`config.mk`:
```
export PLATFORM = sky130hd
export DESIGN_NAME = bmu_core
export DESIGN_NICKNAME = d
export VERILOG_FILES = /design/src/design/bmu_pkg.sv /design/src/design/bmu_bit_alu.sv /design/src/design/bmu_core.sv
export SDC_FILE = /design/constraint.sdc
export NUM_CORES = 1
export LEC_CHECK = 0
export BUFFER_PORTS_ARGS = -buffer_cell sky130_fd_sc_hd__buf_2
export CORE_MARGIN = 5
export CORE_UTILIZATION = 55
export DETAILED_ROUTE_END_ITERATION = 16
export PLACE_DENSITY = 0.95
export SYNTH_ARGS = -nofsm -noshare
export SYNTH_HDL_FRONTEND = slang
export SYNTH_HIERARCHICAL = 1
export SYNTH_SLANG_ARGS = --single-unit
```
`constraint.sdc`:
```
create_clock -name clk -period 3.2 [get_ports clk]
set_input_delay 0.32 -clock clk [delete_from_list [all_inputs] [get_ports clk]]
set_output_delay 0.32 -clock clk [all_outputs]
set_load 0.01 [all_outputs]
```
`src/design/bmu_pkg.sv`:
```
// Shared constants, operation codes and decode functions of the bit-manipulation unit.
package bmu_pkg;

  // ----------------------------------------------------------------
  // Widths
  // ----------------------------------------------------------------
  localparam int BMU_DATA_W = 8;
  localparam int BMU_BIT_W  = 3;
  localparam int BMU_ADDR_W = 16;

  // ----------------------------------------------------------------
  // Reset values and the single-bit mask constant
  // ----------------------------------------------------------------
  localparam logic [BMU_DATA_W-1:0] BMU_BYTE_RST = 8'h00;
  localparam logic [BMU_ADDR_W-1:0] BMU_ADDR_RST = 16'h0000;
  localparam logic [BMU_BIT_W-1:0]  BMU_BIT_RST  = 3'h0;
  localparam logic [BMU_DATA_W-1:0] BMU_BIT_ONE  = 8'h01;

  // ----------------------------------------------------------------
  // Operation codes
  // ----------------------------------------------------------------
  typedef enum logic [3:0] {
    BMU_SET_BIT_OP             = 4'h0,
    BMU_CLEAR_BIT_OP           = 4'h1,
    BMU_INVERT_BIT_OP          = 4'h2,
    BMU_TEST_BIT_OP            = 4'h3,
    BMU_AND_CARRY_OP           = 4'h4,
    BMU_AND_CARRY_INVERTED_OP  = 4'h5,
    BMU_OR_CARRY_OP            = 4'h6,
    BMU_OR_CARRY_INVERTED_OP   = 4'h7,
    BMU_XOR_CARRY_OP           = 4'h8,
    BMU_XOR_CARRY_INVERTED_OP  = 4'h9,
    BMU_LOAD_CARRY_OP          = 4'hA,
    BMU_LOAD_CARRY_INVERTED_OP = 4'hB,
    BMU_STORE_CARRY_OP         = 4'hC,
    BMU_STORE_CARRY_INVERTED_OP = 4'hD
  } bmu_op_t;

  // ----------------------------------------------------------------
  // Decode functions
  // ----------------------------------------------------------------
  function automatic logic bmu_modifies(input bmu_op_t op);
    return (op == BMU_SET_BIT_OP) || (op == BMU_CLEAR_BIT_OP) ||
           (op == BMU_INVERT_BIT_OP) || (op == BMU_STORE_CARRY_OP) ||
           (op == BMU_STORE_CARRY_INVERTED_OP);
  endfunction

  function automatic logic bmu_writes_carry(input bmu_op_t op);
    return (op >= BMU_AND_CARRY_OP) && (op <= BMU_LOAD_CARRY_INVERTED_OP);
  endfunction

  function automatic logic bmu_inverted(input bmu_op_t op);
    return (op == BMU_AND_CARRY_INVERTED_OP) || (op == BMU_OR_CARRY_INVERTED_OP) ||
           (op == BMU_XOR_CARRY_INVERTED_OP) || (op == BMU_LOAD_CARRY_INVERTED_OP) ||
           (op == BMU_STORE_CARRY_INVERTED_OP);
  endfunction

  function automatic logic bmu_known(input bmu_op_t op);
    return op <= BMU_STORE_CARRY_INVERTED_OP;
  endfunction

endpackage

```
`src/design/bmu_bit_alu.sv`:
```
// Registered bit operator: modifies one bit of a byte or derives a flag from it.
`timescale 1ns/1ps
`default_nettype none
module bmu_bit_alu (
  // Clock and reset
  input  wire logic                           clk,
  input  wire logic                           rst_n,
  // Operands
  input  wire logic                           load,
  input  wire bmu_pkg::bmu_op_t               op,
  input  wire logic [bmu_pkg::BMU_BIT_W-1:0]  bit_no,
  input  wire logic [bmu_pkg::BMU_DATA_W-1:0] operand,
  input  wire logic                           carry_in,
  // Results
  output logic      [bmu_pkg::BMU_DATA_W-1:0] result,
  output logic                                flag
);
  import bmu_pkg::*;

  logic [BMU_DATA_W-1:0] mask;
  logic                  sel;
  logic [BMU_DATA_W-1:0] kept;
  logic [BMU_DATA_W-1:0] next_result;
  logic                  next_flag;

  assign mask = BMU_BIT_ONE << bit_no;
  assign sel  = operand[bit_no];
  assign kept = operand & ~mask;

  // Flag-only operations return the byte untouched so a stray write-back is harmless.
  always_comb begin
    next_result = operand;
    next_flag   = carry_in;
    case (op)
      BMU_SET_BIT_OP:              next_result = operand | mask;                   // RULE1
      BMU_CLEAR_BIT_OP:            next_result = kept;                             // RULE2
      BMU_INVERT_BIT_OP:           next_result = operand ^ mask;                   // RULE3
      BMU_TEST_BIT_OP:             next_flag   = ~sel;                             // RULE4
      BMU_AND_CARRY_OP:            next_flag   = carry_in & sel;                   // RULE7
      BMU_AND_CARRY_INVERTED_OP:   next_flag   = carry_in & ~sel;                  // RULE8
      BMU_OR_CARRY_OP:             next_flag   = carry_in | sel;                   // RULE9
      BMU_OR_CARRY_INVERTED_OP:    next_flag   = carry_in | ~sel;                  // RULE10
      BMU_XOR_CARRY_OP:            next_flag   = carry_in ^ sel;                   // RULE11
      BMU_XOR_CARRY_INVERTED_OP:   next_flag   = carry_in ^ ~sel;                  // RULE12
      BMU_LOAD_CARRY_OP:           next_flag   = sel;                              // RULE13
      BMU_LOAD_CARRY_INVERTED_OP:  next_flag   = ~sel;                             // RULE14
      BMU_STORE_CARRY_OP:          next_result = kept | (carry_in ? mask : '0);    // RULE15
      BMU_STORE_CARRY_INVERTED_OP: next_result = kept | (carry_in ? '0 : mask);    // RULE16
      default:                     next_result = operand;
    endcase
  end

  always_ff @(posedge clk) begin
    if (!rst_n) begin
      result <= BMU_BYTE_RST;
      flag   <= 1'b0;
    end else if (load) begin
      result <= next_result;
      flag   <= next_flag;
    end
  end

endmodule
`default_nettype wire

```
`src/design/bmu_core.sv`:
```
// Bit-manipulation unit: sequencer for register and memory operands, with checks.
//
// Summary of operation
// RULE1 - Set operation forces selected bit to one.
// RULE2 - Clear operation forces selected bit to zero.
// RULE3 - Invert operation complements the selected bit.
// RULE4 - Test loads zero flag with inverted bit.
// RULE5 - Bit number from immediate or register.
// RULE6 - Inverted operations take immediate bit number only.
// RULE7 - Carry becomes carry AND selected bit.
// RULE8 - Carry becomes carry AND inverted bit.
// RULE9 - Carry becomes carry OR selected bit.
// RULE10 - Carry becomes carry OR inverted bit.
// RULE11 - Carry becomes carry XOR selected bit.
// RULE12 - Carry becomes carry XOR inverted bit.
// RULE13 - Carry takes the selected bit.
// RULE14 - Carry takes the inverted selected bit.
// RULE15 - Selected bit takes the carry.
// RULE16 - Selected bit takes inverted carry.
// RULE17 - Memory operand is read, modified, written back.
// RULE18 - Flag operations leave operand byte untouched.
`timescale 1ns/1ps
`default_nettype none
module bmu_core #(
  parameter int DATA_W = bmu_pkg::BMU_DATA_W,
  parameter int ADDR_W = bmu_pkg::BMU_ADDR_W
) (
  // Clock and reset
  input  wire logic                           clk,
  input  wire logic                           rst_n,
  // Instruction request
  input  wire logic                           start,
  input  wire bmu_pkg::bmu_op_t               op,
  input  wire logic                           bit_from_reg,
  input  wire logic [bmu_pkg::BMU_BIT_W-1:0]  bit_imm,
  input  wire logic [bmu_pkg::BMU_DATA_W-1:0] bit_reg,
  input  wire logic                           target_mem,
  input  wire logic [bmu_pkg::BMU_DATA_W-1:0] reg_rdata,
  input  wire logic [bmu_pkg::BMU_ADDR_W-1:0] mem_addr_in,
  input  wire logic                           carry_in,
  // Instruction status
  output logic                                busy,
  output logic                                done,
  output logic                                refused,
  // Register and flag write-back
  output logic                                reg_we,
  output logic      [bmu_pkg::BMU_DATA_W-1:0] reg_wdata,
  output logic                                carry_we,
  output logic                                carry_out,
  output logic                                zero_we,
  output logic                                zero_out,
  // Memory access
  output logic                                mem_req,
  output logic                                mem_we,
  output logic      [bmu_pkg::BMU_ADDR_W-1:0] mem_addr,
  output logic      [bmu_pkg::BMU_DATA_W-1:0] mem_wdata,
  input  wire logic                           mem_ack,
  input  wire logic [bmu_pkg::BMU_DATA_W-1:0] mem_rdata
);
  import bmu_pkg::*;

  // ----------------------------------------------------------------
  // Elaboration checks
  // ----------------------------------------------------------------
  // The datapath is byte-wide with a 3-bit bit number; other widths are not served.
  if (DATA_W != BMU_DATA_W) begin : g_bad_data_w
    $error("bmu_core: DATA_W must equal 8");
  end
  if (ADDR_W != BMU_ADDR_W) begin : g_bad_addr_w
    $error("bmu_core: ADDR_W must match the package address width");
  end
  // Every bit of the byte must be reachable by the bit number and no code may point past it.
  if (BMU_DATA_W != (1 << BMU_BIT_W)) begin : g_bad_bit_w
    $error("bmu_core: bit number width does not match the byte");
  end

  // ----------------------------------------------------------------
  // Sequencer states
  // ----------------------------------------------------------------
  typedef enum logic [4:0] {
    BMU_ST_IDLE  = 5'b00001,
    BMU_ST_READ  = 5'b00010,
    BMU_ST_EXEC  = 5'b00100,
    BMU_ST_WRITE = 5'b01000,
    BMU_ST_DONE  = 5'b10000
  } bmu_state_t;

  bmu_state_t            state;
  bmu_state_t            next_state;
  bmu_op_t               op_q;
  logic [BMU_BIT_W-1:0]  bit_q;
  logic [BMU_DATA_W-1:0] operand_q;
  logic                  carry_q;
  logic                  mem_tgt_q;
  logic [BMU_DATA_W-1:0] result;
  logic                  flag;

  // ----------------------------------------------------------------
  // Request decode
  // ----------------------------------------------------------------
  logic                 st_idle;
  logic                 st_read;
  logic                 st_exec;
  logic                 st_write;
  logic                 st_done;
  logic                 bad_request;
  logic                 accept;
  logic [BMU_BIT_W-1:0] bit_sel;
  logic                 op_modifies;

  assign st_idle  = (state == BMU_ST_IDLE);
  assign st_read  = (state == BMU_ST_READ);
  assign st_exec  = (state == BMU_ST_EXEC);
  assign st_write = (state == BMU_ST_WRITE);
  assign st_done  = (state == BMU_ST_DONE);

  // A register-held bit number is refused for the inverted forms; an unknown code too.
  assign bad_request = (bit_from_reg && bmu_inverted(op)) || !bmu_known(op);        // RULE6
  assign accept      = start && st_idle && !bad_request;
  assign refused     = start && st_idle && bad_request;
  assign bit_sel     = bit_from_reg ? bit_reg[BMU_BIT_W-1:0] : bit_imm;              // RULE5
  assign op_modifies = bmu_modifies(op_q);

  // ----------------------------------------------------------------
  // Next-state logic
  // ----------------------------------------------------------------
  always_comb begin
    next_state = state;
    case (state)
      BMU_ST_IDLE: begin
        if (accept) begin
          next_state = target_mem ? BMU_ST_READ : BMU_ST_EXEC;
        end
      end
      BMU_ST_READ: begin
        if (mem_ack) begin
          next_state = BMU_ST_EXEC;
        end
      end
      BMU_ST_EXEC: begin
        // Only bit-modifying operations write the memory byte back.
        next_state = (mem_tgt_q && op_modifies) ? BMU_ST_WRITE : BMU_ST_DONE;          // RULE18
      end
      BMU_ST_WRITE: begin
        if (mem_ack) begin
          next_state = BMU_ST_DONE;
        end
      end
      BMU_ST_DONE: next_state = BMU_ST_IDLE;
      default:     next_state = BMU_ST_IDLE;
    endcase
  end

  always_ff @(posedge clk) begin
    if (!rst_n) begin
      state <= BMU_ST_IDLE;
    end else begin
      state <= next_state;
    end
  end

  // ----------------------------------------------------------------
  // Operand capture
  // ----------------------------------------------------------------
  always_ff @(posedge clk) begin
    if (!rst_n) begin
      op_q      <= BMU_SET_BIT_OP;
      bit_q     <= BMU_BIT_RST;
      carry_q   <= 1'b0;
      mem_tgt_q <= 1'b0;
      mem_addr  <= BMU_ADDR_RST;
    end else if (accept) begin
      op_q      <= op;
      bit_q     <= bit_sel;
      carry_q   <= carry_in;
      mem_tgt_q <= target_mem;
      mem_addr  <= mem_addr_in;
    end
  end

  // The whole memory byte is fetched so the untouched bits go back unchanged.
  always_ff @(posedge clk) begin
    if (!rst_n) begin
      operand_q <= BMU_BYTE_RST;
    end else if (accept && !target_mem) begin
      operand_q <= reg_rdata;
    end else if (st_read && mem_ack) begin
      operand_q <= mem_rdata;                                                        // RULE17
    end
  end

  // ----------------------------------------------------------------
  // Datapath
  // ----------------------------------------------------------------
  bmu_bit_alu bmu_bit_alu_i (
    .clk      (clk),
    .rst_n    (rst_n),
    .load     (st_exec),
    .op       (op_q),
    .bit_no   (bit_q),
    .operand  (operand_q),
    .carry_in (carry_q),
    .result   (result),
    .flag     (flag)
  );

  // ----------------------------------------------------------------
  // Outputs
  // ----------------------------------------------------------------
  assign busy      = !st_idle;
  assign done      = st_done;
  assign reg_we    = st_done && !mem_tgt_q && op_modifies;                           // RULE18
  assign reg_wdata = result;
  assign carry_we  = st_done && bmu_writes_carry(op_q);
  assign carry_out = flag;
  assign zero_we   = st_done && (op_q == BMU_TEST_BIT_OP);                           // RULE4
  assign zero_out  = flag;
  assign mem_req   = st_read || st_write;
  assign mem_we    = st_write;                                                       // RULE17
  assign mem_wdata = result;

  logic [BMU_DATA_W-1:0] mask_q;
  logic                  sel_q;
  assign mask_q = BMU_BIT_ONE << bit_q;
  assign sel_q  = operand_q[bit_q];
endmodule
`default_nettype wire

```
==> impl_table.tex <==
\begin{tabular}{lr}
\hline
Metric & Value \\
\hline
\multicolumn{2}{l}{\textbf{Status}} \\
\quad Result of the run & finished clean \\
\multicolumn{2}{l}{\textbf{Final layout}} \\
\quad Post-synthesis to final-layout area growth & 15.9\% \\
\quad Multi-input gate area in the final layout & 1750 µm² \\
\quad Filler cell count & 416 \\
\quad Number of antenna cells inserted & 0 \\
\quad Register cell area after layout & between 900 and 1000 µm² \\
\quad Share of post-route cells with drive strength above 1 & 27.4\% \\
\quad Final Net Count & between 400 and 500 \\
\multicolumn{2}{l}{\textbf{Synth}} \\
\quad Cells taking the most area after synthesis & dfxtp\_1 32\%, a21oi\_1 7.7\%, ha\_1 7.7\%, nand3\_1 5.8\%, mux2i\_1 4.8\% \\
\quad Synthesized net count & roughly 420 \\
\quad Post-synth top area cell & dfxtp\_1 \\
\quad Cell variety after synth & 52 \\
\quad Dominant cell by count in the synthesized netlist & dfxtp\_1 \\
\quad Sequential fraction of the synthesis area & around a third \\
\quad Number of synthesized flops with an enable pin & 0 \\
\quad Async S/R FF share, synth & 0\% \\
\quad Share of the synthesized area in the top cell type & approximately 32\% \\
\quad Average cell area after synthesis & about 8.4 µm² \\
\quad Post-synthesis cell count & 351 \\
\quad Synth top cells by count & 47 x dfxtp\_1, 45 x a21oi\_1, 34 x nand3\_1 \\
\quad \#FFs+latches synth & 47 \\
\quad Most used DFF post-synth & dfxtp\_1 \\
\quad Synthesized cell area & $\sim$2900 µm² \\
\quad Warnings from Yosys & 6 \\
\multicolumn{2}{l}{\textbf{Global route}} \\
\quad Largest net degree at the start of global routing & 33 \\
\quad Wire length of the first global-routing pass & 13800 µm \\
\quad GR Util All Layers & 23.5\% \\
\quad Antenna violations before repair & 0 \\
\quad Via count of the first global-routing pass & between 3000 and 4000 \\
\quad Congestion Overflow GR & 0 \\
\multicolumn{2}{l}{\textbf{Clock network}} \\
\quad Clock sink total & 47 \\
\quad Register clock-pin slew on the reported worst setup and hold paths & approximately 0.1 ns \\
\quad CTS buffer count & 5 \\
\quad Post-CTS setup buffer count & 0 \\
\quad Number of buffers added to fix hold violations after cts & 0 \\
\quad Source-to-sink clock delay at the later pin of the worst-skew pair & 0.32 ns \\
\quad Max Buffers Root-to-Sink & 2 \\
\quad \# resized after CTS & 0 \\
\quad Clock H-tree levels & 2 \\
\quad CTS root buf & clkbuf\_8 \\
\quad CTS tree & done \\
\multicolumn{2}{l}{\textbf{Worst setup path}} \\
\quad Critical path data required time & around 2.9 ns \\
\quad Startpoint of the most critical setup path & state[4] \\
\quad Arrival time reported for the critical path endpoint & 2.00 ns \\
\quad Crit Path Category & flip-flop to output port \\
\quad Reg2reg end & bmu\_bit\_alu\_i/flag \\
\quad R2r worst-path depth & 7 \\
\quad Worst path bufs/invs & 2 \\
\quad Reg-to-reg slack, setup & around 0.90 ns \\
\quad Crit. End Element & output port \\
\quad Peak per-stage delay on the critical path & a little over 0.4 ns \\
\quad Ordered cell list for the critical path & or3\_4 -> nor3b\_2 -> buf\_4 -> and3\_1 -> buf\_2 \\
\quad Slowest cell on the critical path & or3\_4 \\
\quad Worst R2R Start & state[4] \\
\quad CP max FO & 28 \\
\quad Kind of start point of the critical path & flip-flop \\
\quad Kind of cell with the highest combined delay on the critical path & simple AND/OR/NAND/NOR gates \\
\multicolumn{2}{l}{\textbf{Worst hold path}} \\
\quad Hold worst-path end & mem\_addr[14] \\
\quad Hold Crit Class & primary input to flip-flop \\
\quad Hold Path Stages & 3 \\
\quad Hold Startpoint & mem\_addr\_in[14] \\
\multicolumn{2}{l}{\textbf{Detailed routing}} \\
\quad Post-DR vias/cell & 6.10 \\
\quad First-iteration detailed-routing DRC count & 362 \\
\quad Antenna violation net count after detailed routing & 0 \\
\quad First-pass DRT Iterations & 4 \\
\quad Routed wire length & 8170 µm \\
\quad Post-DR wirelength/cell & $\sim$17 µm \\
\quad Remaining DRCs & 0 \\
\quad Number of vias after detailed routing & 2981 \\
\multicolumn{2}{l}{\textbf{Floorplanning}} \\
\quad Number of top-level pins & 96 \\
\quad Die boundary height & 83.1 µm \\
\quad Floorplan die area & 6900 µm² \\
\quad Chip width & 83.1 µm \\
\quad Initial core utilization & a little under three fifths \\
\quad \# rows & 26 \\
\quad Placeable core region & 5140 µm² \\
\multicolumn{2}{l}{\textbf{Timing}} \\
\quad Endpoints failing hold & 0 \\
\quad Setup clock skew after layout & just under 0.01 ns \\
\quad Final hold slack & 0.241 ns \\
\quad Count of final setup violators & 0 \\
\quad Final clock period utilization by the worst path & 72.5\% \\
\quad Setup repair after global routing missed its margin & no \\
\quad Achievable clock frequency & 431 MHz \\
\quad Aggregate negative setup slack & 0 ns \\
\quad Final Slew Violations & 0 \\
\quad Time the final worst path needs with I/O delays and setup & 2.32 ns \\
\quad Max transition margin & 51.0\% \\
\quad Slew at the pin with the worst max-slew slack & 0.730 ns \\
\multicolumn{2}{l}{\textbf{Power}} \\
\quad Leakage power of the design & 0.00156 µW \\
\quad Pwr dens & 422 nW/µm² \\
\quad Peak supply drop & approximately 360 µV \\
\multicolumn{2}{l}{\textbf{Job}} \\
\quad Number of max-cap violations & 0 \\
\multicolumn{2}{l}{\textbf{Placement}} \\
\quad Count of input and output buffers & 90 \\
\quad Last weighted congestion value of the routability-driven placer & 0.892 \\
\quad Post-DP HPWL & 5890 µm \\
\hline
\end{tabular}
## flip-flops by register name (all words and copies together), names as in the netlist
register / cells
bit_q: 3
bmu_bit_alu_i/flag: 1
bmu_bit_alu_i/result: 8
carry_q: 1
mem_addr: 16
mem_tgt_q: 1
op_q: 4
operand_q: 8
state: 5
## stage by stage
stage | total power, µW | worst slack, ns | util [%] | cells | instance area (µm²)
after floorplan | 940 | 1.34 | - | 351 | 2940
after global placement | 1030 | 1.06 | 64.3 | 481 | 3310
after detailed placement | 1050 | 0.951 | 64.3 | 481 | 3310
after CTS | 1430 | 0.884 | 66.2 | 489 | 3400
after global routing | 1520 | 0.697 | 66.2 | 489 | 3400
final | 1440 | 0.879 | 66.2 | 489 | 3400
## area by class of cell
type	instances	area share, %
tap	70	2.57
sequential	47	27.6
inverter	16	1.76
multi-input combinational	255	51.3
clock inverter	3	0.809
timing repair buffer	93	13.9
clock buffer	5	2.02
## where the power goes
group          switching (µW)  total (µW)  leakage, µW  internal, µW
clock                     230         392    0.0000467           162
combinational             220         370      0.00113           150
sequential               52.2         673     0.000383           621
## cell usage in the layout (no fill, tap or decap), drive strengths merged, types with 2 or more instances in the layout
cell / count
nor3b: 2
inv: 16
and3: 3
nand3b: 2
or3: 2
nand2: 14
a211oi: 4
mux2i: 14
o31ai: 10
nand3: 35
dfxtp: 47
a221oi: 8
buf: 93
nor2b: 2
xnor2: 2
nor3: 2
o21ai: 23
nor2: 26
mux4: 2
nand2b: 7
clkbuf: 5
clkinv: 2
a21oi: 46
and2: 2
o22ai: 8
o41ai: 8
ha: 18
o211ai: 2
## worst max-delay path by stage
stage,endpoint,slack (ns),cells past startpoint
2_1_floorplan,bmu_bit_alu_i/flag,1.34,7
3_3_place_gp,bmu_bit_alu_i/flag,1.06,7
3_5_place_dp,bmu_bit_alu_i/flag,0.95,7
4_1_cts,refused,0.88,5
5_1_grt,bmu_bit_alu_i/flag,0.70,7
6_report,refused,0.88,5
## layer usage
| layer | vias up | wire length, µm | GRT usage (%) |
|---|---|---|---|
| li1 | 1414 | - | - |
| met1 | 1367 | 3170 | 27.4 |
| met2 | 170 | 3830 | 39.0 |
| met3 | 30 | 922 | 8.51 |
| met4 | 0 | 249 | 9.66 |
| met5 | - | 0 | 0 |
## worst reg2reg max path, cell delays in order, from the launching register on
cell	delay, ns
dfxtp_1	0.38
or3_4	0.41
nor3b_1	0.50
clkinv_1	0.43
nand3_1	0.19
o31ai_1	0.09
a21oi_1	0.13
a31oi_1	0.05
## logic make-up (layout without fill, tap and decap cells)
kind of cell	Yosys count	after routing	share of synthesized area [%]
AOI/OAI and AO/OA	116	116	26.3
xor gates and xnor gates	3	3	0.895
adders and majority gates	18	18	7.67
buffers and inverters	49	117	8.48
DFF	47	47	32.1
muxes	16	16	6.56
and+or+nand+nor	102	102	18.0
Note: power is estimated with default switching activity, not from simulation.
